--- src/hdl/cc_pkg.sv ---
package cc_pkg;
  // ----------------------------------------
  // three-level pin codes
  // ----------------------------------------
  localparam logic [1:0] LVL_L = 2'h0;
  localparam logic [1:0] LVL_Z = 2'h1;
  localparam logic [1:0] LVL_H = 2'h2;
  // ----------------------------------------
  // register map
  // ----------------------------------------
  localparam logic [7:0] REG_CTRL = 8'h00;
  localparam logic [7:0] REG_STAT = 8'h04;
  localparam logic [7:0] REG_NAC = 8'h08;
  localparam logic [7:0] REG_LMD = 8'h0c;
  localparam logic [7:0] REG_DCR = 8'h10;
  localparam logic [7:0] REG_CFG = 8'h14;
  localparam int CTRL_INHIBIT = 0;
  localparam logic CTRL_INHIBIT_RST = 1'h0;
  localparam logic [1:0] RESP_OKAY = 2'h0;
  localparam logic [1:0] RESP_DECERR = 2'h3;
  // ----------------------------------------
  // timing
  // ----------------------------------------
  localparam int CLK_MHZ = 100;
  localparam int HALF_SEC_MS = 500;
  localparam int HALF_SEC_CYC = HALF_SEC_MS * 1000 * CLK_MHZ;
  localparam int TOPOFF_HOURS = 2;
  localparam int TOPOFF_HALVES = TOPOFF_HOURS * 3600 * 2;
  localparam int DAY_HALVES = 86400 * 2;
  localparam logic [31:0] SD_LIMIT_Z = 32'(64 * DAY_HALVES);
  localparam logic [31:0] SD_LIMIT_L = 32'(47 * DAY_HALVES);
  // ----------------------------------------
  // counts and limits
  // ----------------------------------------
  localparam logic [15:0] VALID_CHG_COUNTS = 16'h0100;
  localparam logic [15:0] SD_MAX_COUNTS = 16'h1000;
  localparam logic [15:0] DCR_MAX = 16'hffff;
  localparam logic [15:0] NAC_RST = 16'h0000;
  localparam logic [23:0] FULL_NUM = 24'h00005e;
  localparam logic [23:0] FULL_DEN = 24'h000064;
  localparam logic [23:0] REARM_NUM = 24'h000004;
  localparam logic [23:0] REARM_DEN = 24'h000005;
  // temperature steps of 10 degrees, step 4 is 0 to 10 C
  localparam logic [3:0] TEMP_0C = 4'h4;
  localparam logic [3:0] TEMP_40C = 4'h8;
  localparam logic [3:0] TEMP_50C = 4'h9;
  // ----------------------------------------
  // full count selection
  // ----------------------------------------
  function automatic logic [15:0] pfc_sel(input logic [1:0] a, input logic [1:0] b);
    logic [3:0] k;
    k = {a, b};
    unique case (k)
      {LVL_H, LVL_H}: pfc_sel = 16'hc000;
      {LVL_H, LVL_Z}: pfc_sel = 16'hb000;
      {LVL_H, LVL_L}: pfc_sel = 16'ha000;
      {LVL_Z, LVL_H}: pfc_sel = 16'h9000;
      {LVL_Z, LVL_Z}: pfc_sel = 16'h8400;
      {LVL_Z, LVL_L}: pfc_sel = 16'h7800;
      {LVL_L, LVL_H}: pfc_sel = 16'h6c00;
      {LVL_L, LVL_Z}: pfc_sel = 16'h6400;
      default: pfc_sel = 16'h5800;
    endcase
  endfunction
  // scale index 0..5 for 1/80 .. 1/2560 mVh per count
  function automatic logic [2:0] scale_sel(input logic [1:0] p3, input logic [1:0] p4);
    logic [2:0] lo;
    lo = (p3 == LVL_H) ? 3'h0 : (p3 == LVL_Z) ? 3'h1 : 3'h2;
    scale_sel = (p4 == LVL_Z) ? 3'(lo + 3'h3) : lo;
  endfunction
endpackage

--- src/hdl/cc_gauge.sv ---
// Functional notes
// - full count from two three-level pins; scale
// - self-discharge rate pin: /64, /47, off
// - display select: off, activity, always on
// - charge counter bounded by capacity and zero
// - charge counter init and early-empty clear
// - discharge counter runs, stops at early-empty
// - self-discharge counts only before charge zero
// - discharge counter clears at full, saturates
// - qualified discharge copies into learned capacity
// - valid-discharge flag tracks qualification
// - charge pulses count up; display above 4mV
// - valid charge after 256 sustained counts
// - steady charge output below 94% of learned capacity, at 0 C or above
// - one-sixteenth pulsing below learned capacity
// - two-hour pulsed top-off after full
// - release on top-off end, temp, voltage, inhibit
// - re-arm top-off at 0.8 of reference
// - over-temperature hold until 10 C cooler
// - empty flags latch until valid charge
// - learned capacity starts at full count
`timescale 1ns/1ps
module cc_gauge #(
  parameter int HALF_CYC = cc_pkg::HALF_SEC_CYC,
  parameter int TOPOFF_HALVES = cc_pkg::TOPOFF_HALVES
) (
  input wire logic aclk,
  input wire logic aresetn,
  input wire logic [7:0] s_axi_awaddr,
  input wire logic s_axi_awvalid,
  output logic s_axi_awready,
  input wire logic [31:0] s_axi_wdata,
  input wire logic [3:0] s_axi_wstrb,
  input wire logic s_axi_wvalid,
  output logic s_axi_wready,
  output logic [1:0] s_axi_bresp,
  output logic s_axi_bvalid,
  input wire logic s_axi_bready,
  input wire logic [7:0] s_axi_araddr,
  input wire logic s_axi_arvalid,
  output logic s_axi_arready,
  output logic [31:0] s_axi_rdata,
  output logic [1:0] s_axi_rresp,
  output logic s_axi_rvalid,
  input wire logic s_axi_rready,
  input wire logic [1:0] full_count_a_pin,
  input wire logic [1:0] full_count_b_pin,
  input wire logic [1:0] scale_a_pin,
  input wire logic [1:0] scale_b_pin,
  input wire logic [1:0] self_discharge_select_pin,
  input wire logic [1:0] display_mode_pin,
  input wire logic [1:0] display_select_pin,
  input wire logic charge_count_pulse,
  input wire logic discharge_count_pulse,
  input wire logic sense_above_filter,
  input wire logic sense_above_4mv,
  input wire logic sense_below_neg4mv,
  input wire logic cell_below_early,
  input wire logic cell_below_final,
  input wire logic cell_voltage_in_range,
  input wire logic [3:0] temp_step,
  output logic charge_control_out_n,
  output logic led_enable,
  output logic empty_flag
);
  // ----------------------------------------
  // state
  // ----------------------------------------
  logic [1:0] sd_sel_ff, mode_ff, display_select_pin_ff;
  logic [15:0] pfc_ff, nac_ff, lmd_ff, dcr_ff, sdc_ff, vchg_cnt_ff;
  logic [2:0] scale_ff;
  logic early_ff, final_ff, vdq_ff, arm_ff, vchg_ff, ot_ff;
  logic topoff_done_ff, inhibit_ff, chg_n_ff, led_ff, sd_hit_ff;
  logic [31:0] half_cnt_ff, sd_acc_ff, topoff_cnt_ff;
  logic [3:0] phase_ff;
  logic half_tick_ff;
  logic awready_ff, wready_ff, bvalid_ff, arready_ff, rvalid_ff;
  logic [7:0] awaddr_ff;
  logic [31:0] wdata_ff, rdata_ff;
  logic [3:0] wstrb_ff;
  logic [1:0] bresp_ff, rresp_ff;

  // ----------------------------------------
  // decode
  // ----------------------------------------
  wire logic [15:0] pfc_pins = cc_pkg::pfc_sel(full_count_a_pin, full_count_b_pin);
  wire logic at_full = (nac_ff == lmd_ff);
  wire logic nac_zero = (nac_ff == 16'h0000);
  wire logic chg_step = charge_count_pulse;
  wire logic dis_step = !chg_step && discharge_count_pulse;
  wire logic sd_step = !chg_step && !dis_step && sd_hit_ff && !nac_zero;
  wire logic early_hit = cell_below_early && !early_ff;
  wire logic vchg_hit = sense_above_filter && chg_step && !vchg_ff
    && (vchg_cnt_ff == cc_pkg::VALID_CHG_COUNTS);
  wire logic xfer = chg_step && arm_ff && vdq_ff;
  wire logic [15:0] ref_full = (mode_ff == cc_pkg::LVL_L) ? lmd_ff : pfc_ff;
  wire logic [23:0] nac_w = {8'h00, nac_ff};
  wire logic below_94 = (nac_w * cc_pkg::FULL_DEN) < ({8'h00, lmd_ff} * cc_pkg::FULL_NUM);
  wire logic below_80 = (nac_w * cc_pkg::REARM_DEN) < ({8'h00, ref_full} * cc_pkg::REARM_NUM);
  wire logic temp_hot = (temp_step >= cc_pkg::TEMP_50C);
  wire logic temp_cool = (temp_step < cc_pkg::TEMP_40C);
  wire logic safe = cell_voltage_in_range && !temp_hot && !ot_ff && !inhibit_ff;
  wire logic cont_ok = safe && below_94 && (temp_step >= cc_pkg::TEMP_0C);
  wire logic pulse_ok = safe && (nac_ff < lmd_ff);
  wire logic topoff_ok = safe && at_full && !topoff_done_ff;
  wire logic [31:0] sd_limit = (sd_sel_ff == cc_pkg::LVL_L) ? cc_pkg::SD_LIMIT_L
    : cc_pkg::SD_LIMIT_Z;
  wire logic [31:0] sd_sum = sd_acc_ff + {16'h0000, nac_ff};
  wire logic sd_on = (sd_sel_ff != cc_pkg::LVL_H);
  wire logic aw_take = s_axi_awvalid && awready_ff;
  wire logic w_take = s_axi_wvalid && wready_ff;
  wire logic do_wr = !awready_ff && !wready_ff && !bvalid_ff;
  wire logic b_done = bvalid_ff && s_axi_bready;
  wire logic ar_take = s_axi_arvalid && arready_ff;
  wire logic r_done = rvalid_ff && s_axi_rready;
  wire logic wr_ctrl = do_wr && (awaddr_ff == cc_pkg::REG_CTRL);
  wire logic [31:0] stat_word = {22'h0, sd_hit_ff, topoff_done_ff, ot_ff, !chg_n_ff,
    led_ff, vchg_ff, arm_ff, vdq_ff, final_ff, early_ff};
  wire logic [31:0] cfg_word = {17'h0, scale_ff, display_select_pin_ff, mode_ff, sd_sel_ff, 6'h0};
  wire logic ar_hit = (s_axi_araddr <= cc_pkg::REG_CFG) && (s_axi_araddr[1:0] == 2'h0);
  wire logic aw_hit = (awaddr_ff <= cc_pkg::REG_CFG) && (awaddr_ff[1:0] == 2'h0);
  logic [31:0] rd_word;
  logic [15:0] nxt_nac, nxt_dcr;

  always_comb
  begin
    unique case (s_axi_araddr)
      cc_pkg::REG_CTRL: rd_word = {31'h0, inhibit_ff};
      cc_pkg::REG_STAT: rd_word = stat_word;
      cc_pkg::REG_NAC: rd_word = {16'h0, nac_ff};
      cc_pkg::REG_LMD: rd_word = {16'h0, lmd_ff};
      cc_pkg::REG_DCR: rd_word = {16'h0, dcr_ff};
      cc_pkg::REG_CFG: rd_word = cfg_word;
      default: rd_word = 32'h0;
    endcase
  end

  // ----------------------------------------
  // counters
  // ----------------------------------------
  always_comb
  begin
    nxt_nac = nac_ff;
    if (early_hit)
      nxt_nac = 16'h0000;
    else if (chg_step && nac_ff < lmd_ff)
      nxt_nac = 16'(nac_ff + 16'h0001);
    else if ((dis_step && !nac_zero) || sd_step)
      nxt_nac = 16'(nac_ff - 16'h0001);
    nxt_dcr = dcr_ff;
    if (at_full)
      nxt_dcr = 16'h0000;
    else if (!early_ff && (dis_step || sd_step) && dcr_ff != cc_pkg::DCR_MAX)
      nxt_dcr = 16'(dcr_ff + 16'h0001);
  end

  always_ff @(posedge aclk)
  begin
    if (!aresetn)
    begin
      sd_sel_ff <= self_discharge_select_pin;
      mode_ff <= display_mode_pin;
      display_select_pin_ff <= display_select_pin;
      pfc_ff <= pfc_pins;
      scale_ff <= cc_pkg::scale_sel(scale_a_pin, scale_b_pin);
      lmd_ff <= pfc_pins;
      nac_ff <= (display_mode_pin == cc_pkg::LVL_H) ? pfc_pins : cc_pkg::NAC_RST;
      dcr_ff <= 16'h0000;
    end
    else
    begin
      nac_ff <= nxt_nac;
      dcr_ff <= nxt_dcr;
      if (xfer)
        lmd_ff <= dcr_ff;
    end
  end

  // ----------------------------------------
  // qualification
  // ----------------------------------------
  always_ff @(posedge aclk)
  begin
    if (!aresetn)
    begin
      early_ff <= 1'h0;
      final_ff <= 1'h0;
      vdq_ff <= 1'h0;
      arm_ff <= 1'h0;
      vchg_ff <= 1'h0;
      vchg_cnt_ff <= 16'h0000;
      sdc_ff <= 16'h0000;
    end
    else
    begin
      early_ff <= cell_below_early || (early_ff && !vchg_hit);
      final_ff <= cell_below_final || (final_ff && !vchg_hit);
      if (!sense_above_filter)
        vchg_cnt_ff <= 16'h0000;
      else if (chg_step && vchg_cnt_ff != cc_pkg::VALID_CHG_COUNTS)
        vchg_cnt_ff <= 16'(vchg_cnt_ff + 16'h0001);
      vchg_ff <= sense_above_filter && (vchg_ff || vchg_hit);
      if (at_full)
        sdc_ff <= 16'h0000;
      else if (sd_step && sdc_ff <= cc_pkg::SD_MAX_COUNTS)
        sdc_ff <= 16'(sdc_ff + 16'h0001);
      if (at_full)
        vdq_ff <= 1'h1;
      else if (vchg_hit || sdc_ff > cc_pkg::SD_MAX_COUNTS || xfer)
        vdq_ff <= 1'h0;
      else if (early_hit && temp_step < cc_pkg::TEMP_0C)
        vdq_ff <= 1'h0;
      if (early_hit)
        arm_ff <= 1'h1;
      else if (chg_step)
        arm_ff <= 1'h0;
    end
  end

  // ----------------------------------------
  // time base and self-discharge
  // ----------------------------------------
  always_ff @(posedge aclk)
  begin
    if (!aresetn)
    begin
      half_cnt_ff <= 32'h0;
      half_tick_ff <= 1'h0;
      phase_ff <= 4'h0;
      sd_acc_ff <= 32'h0;
      sd_hit_ff <= 1'h0;
    end
    else
    begin
      half_tick_ff <= (half_cnt_ff == 32'(HALF_CYC - 1));
      half_cnt_ff <= (half_cnt_ff == 32'(HALF_CYC - 1)) ? 32'h0 : half_cnt_ff + 32'h1;
      if (half_tick_ff)
        phase_ff <= 4'(phase_ff + 4'h1);
      sd_hit_ff <= 1'h0;
      if (!sd_on)
        sd_acc_ff <= 32'h0;
      else if (half_tick_ff && sd_sum >= sd_limit)
      begin
        sd_acc_ff <= sd_sum - sd_limit;
        sd_hit_ff <= 1'h1;
      end
      else if (half_tick_ff)
        sd_acc_ff <= sd_sum;
    end
  end

  // ----------------------------------------
  // charge control and display
  // ----------------------------------------
  always_ff @(posedge aclk)
  begin
    if (!aresetn)
    begin
      ot_ff <= 1'h0;
      topoff_cnt_ff <= 32'h0;
      topoff_done_ff <= 1'h0;
      chg_n_ff <= 1'h1;
      led_ff <= 1'h0;
    end
    else
    begin
      ot_ff <= temp_hot || (ot_ff && !temp_cool);
      if (below_80)
      begin
        topoff_done_ff <= 1'h0;
        topoff_cnt_ff <= 32'h0;
      end
      else if (topoff_ok && half_tick_ff)
      begin
        topoff_cnt_ff <= topoff_cnt_ff + 32'h1;
        topoff_done_ff <= (topoff_cnt_ff == 32'(TOPOFF_HALVES - 1));
      end
      chg_n_ff <= !(cont_ok || ((pulse_ok || topoff_ok) && phase_ff == 4'h0));
      unique case (display_select_pin_ff)
        cc_pkg::LVL_H: led_ff <= 1'h0;
        cc_pkg::LVL_L: led_ff <= 1'h1;
        default: led_ff <= sense_below_neg4mv || sense_above_4mv || vchg_ff;
      endcase
    end
  end

  // ----------------------------------------
  // register bus
  // ----------------------------------------
  always_ff @(posedge aclk)
  begin
    if (!aresetn)
    begin
      awready_ff <= 1'h1;
      wready_ff <= 1'h1;
      bvalid_ff <= 1'h0;
      bresp_ff <= cc_pkg::RESP_OKAY;
      awaddr_ff <= 8'h00;
      wdata_ff <= 32'h0;
      wstrb_ff <= 4'h0;
      inhibit_ff <= cc_pkg::CTRL_INHIBIT_RST;
    end
    else
    begin
      if (aw_take)
        awaddr_ff <= s_axi_awaddr;
      if (w_take)
      begin
        wdata_ff <= s_axi_wdata;
        wstrb_ff <= s_axi_wstrb;
      end
      awready_ff <= aw_take ? 1'h0 : (b_done ? 1'h1 : awready_ff);
      wready_ff <= w_take ? 1'h0 : (b_done ? 1'h1 : wready_ff);
      if (do_wr)
      begin
        bvalid_ff <= 1'h1;
        bresp_ff <= aw_hit ? cc_pkg::RESP_OKAY : cc_pkg::RESP_DECERR;
      end
      else if (b_done)
        bvalid_ff <= 1'h0;
      if (wr_ctrl && wstrb_ff[0])
        inhibit_ff <= wdata_ff[cc_pkg::CTRL_INHIBIT];
    end
  end

  always_ff @(posedge aclk)
  begin
    if (!aresetn)
    begin
      arready_ff <= 1'h1;
      rvalid_ff <= 1'h0;
      rdata_ff <= 32'h0;
      rresp_ff <= cc_pkg::RESP_OKAY;
    end
    else if (ar_take)
    begin
      arready_ff <= 1'h0;
      rvalid_ff <= 1'h1;
      rdata_ff <= rd_word;
      rresp_ff <= ar_hit ? cc_pkg::RESP_OKAY : cc_pkg::RESP_DECERR;
    end
    else if (r_done)
    begin
      arready_ff <= 1'h1;
      rvalid_ff <= 1'h0;
    end
  end

  assign s_axi_awready = awready_ff;
  assign s_axi_wready = wready_ff;
  assign s_axi_bvalid = bvalid_ff;
  assign s_axi_bresp = bresp_ff;
  assign s_axi_arready = arready_ff;
  assign s_axi_rvalid = rvalid_ff;
  assign s_axi_rdata = rdata_ff;
  assign s_axi_rresp = rresp_ff;
  assign charge_control_out_n = chg_n_ff;
  assign led_enable = led_ff;
  assign empty_flag = final_ff;
endmodule // cc_gauge

--- config.mk ---
export PLATFORM = sky130hd
export DESIGN_NAME = cc_gauge
export DESIGN_NICKNAME = d
export VERILOG_FILES = /design/src/hdl/cc_pkg.sv /design/src/hdl/cc_gauge.sv
export SDC_FILE = /design/constraint.sdc
export NUM_CORES = 1
export LEC_CHECK = 0
export BUFFER_PORTS_ARGS = -buffer_cell sky130_fd_sc_hd__buf_2
export CORE_MARGIN = 1
export CORE_UTILIZATION = 59
export DETAILED_ROUTE_END_ITERATION = 10
export PLACE_DENSITY = 0.79
export SETUP_SLACK_MARGIN = 0.4
export SLEW_MARGIN = 20
export SYNTH_ARGS = -nofsm -noshare
export SYNTH_HDL_FRONTEND = slang
export SYNTH_SLANG_ARGS = --single-unit
--- constraint.sdc ---
create_clock -name aclk -period 6 [get_ports aclk]
set_input_delay 0.9 -clock aclk [delete_from_list [all_inputs] [get_ports aclk]]
set_output_delay 0.9 -clock aclk [all_outputs]
set_load 0.005 [all_outputs]
==> impl_metrics.json <==
{
  "initial_core_util": 0.600,
  "detail-route-antenna-nets": 0,
  "worstPathArrival_ns": 5.81,
  "cap_violations": 0,
  "syn_area_per_cell_um2": 8.56,
  "status": "finished, final reports clean",
  "grt_use_total": 0.286,
  "clk_pin_slew_worst_paths_ns": 0.07,
  "hold_viol_final": 0,
  "drc": 0,
  "skew_ns": 0.00960,
  "p_leak_nw": 9.26,
  "hold_class": "register to register",
  "clk_path_buf_depth": 3,
  "dp_hpwl_um": 34600,
  "gp_congestion": 0.956,
  "vias": 16200,
  "p_int_mw": 5.06,
  "cts_made_buffers": 26,
  "relSlewSlack": 0.281,
  "tightest_slew_ns": 1.08,
  "grt_overflow_total": 0,
  "pwr-share-clk": 0.200,
  "dpl_worst_slack_ns": 0.280,
  "synthFlopType": "dfxtp_1",
  "layout-drive-gt1-share": 0.103,
  "synth_seq_cells": 240,
  "synthArstFlopShare": 0,
  "fin_tns_setup_ns": 0,
  "synth-edff-count": 47,
  "worstSetupPathType": "register to register",
  "cts_sinks": 240,
  "r2r_slack_ns": 0.64,
  "dr.pass1.iters": 5,
  "n_antenna_cell": 0,
  "seqPwrFrac": 0.213,
  "ys_types": 88,
  "fin_ws_ns": 0.636,
  "power_frac_comb": 0.587,
  "final_cell_mix": "267 x nor2_1, 238 x ha_1, 215 x inv_1, 192 x dfxtp_1, 168 x nand2_1",
  "syn_inst": 2211,
  "synth_seq_area_share": 0.279,
  "grt_start_max_net_pins": 57,
  "crit_fanout": 7,
  "finalMaxSlewViolations": 0,
  "wl_per_cell_um": 17.2,
  "worst_setup_path_start_kind": "register",
  "min_path_cells": 2,
  "area_growth_pct": 11.0,
  "via_per_inst": 5.90,
  "port_buffers": 78,
  "ir_drop_uv": 269,
  "mostFrequentLayoutCell": "nor2_1",
  "h-tree-depth": 1,
  "cts_tree": "yes",
  "maxClockFrequency_mhz": 186,
  "insertion_delay_ns": 0.54,
  "die_w_um": 181,
  "ys_warn_count": 0,
  "finalCriticalPeriod_ns": 5.36,
  "reg_top3": "half_cnt_ff: 32 flops, sd_acc_ff: 32 flops, topoff_cnt_ff: 32 flops",
  "core_mm2": 0.0316,
  "grt_pass1_vias": 16000,
  "die_h_um": 181,
  "wl_um": 47000,
  "powerDensity_mw_per_mm2": 414,
  "worstPathRequired_ns": 6.45,
  "rsz0062_at_grt": "yes",
  "design.die.area_mm2": 0.0328,
  "r2r_cells": 19,
  "post-route-period-util": 0.894,
  "setup_violations": 0,
  "netlist_area_mm2": 0.0189,
  "final_nets": 2698,
  "grt_pass1_wl_um": 77300,
  "holdBufCountCts": 0,
  "drtIter0Drc": 1003,
  "swShare": 0.419,
  "endpoint_kind": "register",
  "antenna_found_initial": 0,
  "row_count": 65,
  "power_switching_mw": 3.65,
  "cts_root_buf": "clkbuf_16",
  "boundaryPins": 129
}
-- path summary, 6_finish.rpt --
path | startpoint | to
max | nac_ff[1]$_SDFFCE_PP0P_ | sd_acc_ff[11]$_SDFFE_PN0P_
min reg2reg | sdc_ff[15]$_SDFFE_PP0P_ | sdc_ff[15]$_SDFFE_PP0P_
max reg2reg | nac_ff[1]$_SDFFCE_PP0P_ | sd_acc_ff[11]$_SDFFE_PN0P_
min | sdc_ff[15]$_SDFFE_PP0P_ | sdc_ff[15]$_SDFFE_PP0P_
-- cell type report --
class	instances	area, um^2
inverter	217	815
tap	402	503
sequential	240	5280
multi-input combinational	1697	12600
fill	2484	10500
timing repair buffer	137	866
clock buffer	36	793
clock inverter	12	153
-- worst max-delay path, stage by stage, from the launching register on --
cell and delay (ns):
edfxtp_1 0.39, buf_4 0.17, ha_1 0.32, a211oi_2 0.30, o21ai_2 0.14, a21oi_1 0.22, o22ai_1 0.14, nor2_1 0.17
o21ai_0 0.13, xor2_1 0.18, ha_1 0.42, nand4b_1 0.15, or4_1 0.53, or4_1 0.45, nor2_1 0.17, and4bb_1 0.30
o21ai_2 0.13, and4_2 0.33, or3_1 0.38, a311oi_1 0.24
-- stage by stage --
step	power [mW]	instances	hold slack, ns	instance area [um^2]	utilization
6_report	8.71	2741	0.437	21000	0.666
5_1_grt	9.45	2741	0.471	21000	0.666
4_1_cts	8.55	2731	0.439	20900	0.661
3_5_place_dp	6.68	2669	0.429	19800	0.627
3_3_place_gp	6.43	2669	0.425	19800	0.627
2_1_floorplan	5.50	2226	0.415	19000	-
-- cell families (layout without fill, tap and decap cells) --
| group | Yosys count | in the layout | share of synthesized area |
|---|---|---|---|
| xor gates and xnor gates | 188 | 188 | 0.0874 |
| AOI/OAI and AO/OA | 404 | 404 | 0.142 |
| and+or+nand+nor | 750 | 750 | 0.189 |
| muxes | 45 | 45 | 0.0245 |
| other | 1 | 16 | 0.000198 |
| DFF | 240 | 240 | 0.279 |
| buffers and inverters | 289 | 402 | 0.0623 |
| adders and majority gates | 294 | 294 | 0.216 |
-- cell usage after synthesis, drive strengths merged (5+ instances only) --
library cell	instances	area, um^2
nor2b	17	106
o21bai	11	82.6
xor2	94	831
mux2	7	82.6
ha	239	2990
mux2i	38	380
a41oi	6	60.1
fa	55	1100
and2	22	138
a32oi	5	43.8
or4	5	37.5
dfxtp	193	3860
a211oi	15	113
or3	22	138
nand2b	27	169
edfxtp	47	1410
nor4b	7	61.3
nand3	68	345
o211ai	13	97.6
nand4	35	219
nor4	21	138
a21boi	11	82.6
a311oi	6	58.8
and4	6	55.1
buf	35	225
or2	12	75.1
nor3	35	175
a21o	38	285
a22oi	27	203
nand2	168	631
a21oi	106	549
o22ai	7	43.8
and3	22	138
nor3b	5	42.5
a31oi	14	109
inv	215	807
o31ai	5	37.5
o21ai	86	438
xnor2	94	823
clkbuf	37	140
nor2	268	1010
o21a	17	128
-- power groups by stage --
stage / combinational (mW) / clock, mW / sequential, mW
after floorplan: 3.60 / 0 / 1.90
final: 5.11 / 1.75 / 1.85
after CTS: 4.92 / 1.76 / 1.87
after global placement: 4.50 / 0 / 1.93
after detailed placement: 4.74 / 0 / 1.93
after global routing: 5.76 / 1.83 / 1.86
-- routing by layer --
| layer | wire length, um | GRT usage | vias up | share of wire |
|---|---|---|---|---|
| li1 | - | - | 7859 | - |
| met1 | 20100 | 0.363 | 7689 | 0.43 |
| met2 | 22000 | 0.490 | 503 | 0.47 |
| met3 | 3040 | 0.0391 | 124 | 0.065 |
| met4 | 1830 | 0.114 | 0 | 0.039 |
| met5 | 0 | 0 | - | 0 |
-- timing repair --
item,CTS,global route
pin swaps,1,4
buffers inserted,14,10
resized for setup,2,25
gates cloned,0,0
setup endpoints to repair,13,57
Note: power is estimated with default switching activity, not from simulation.
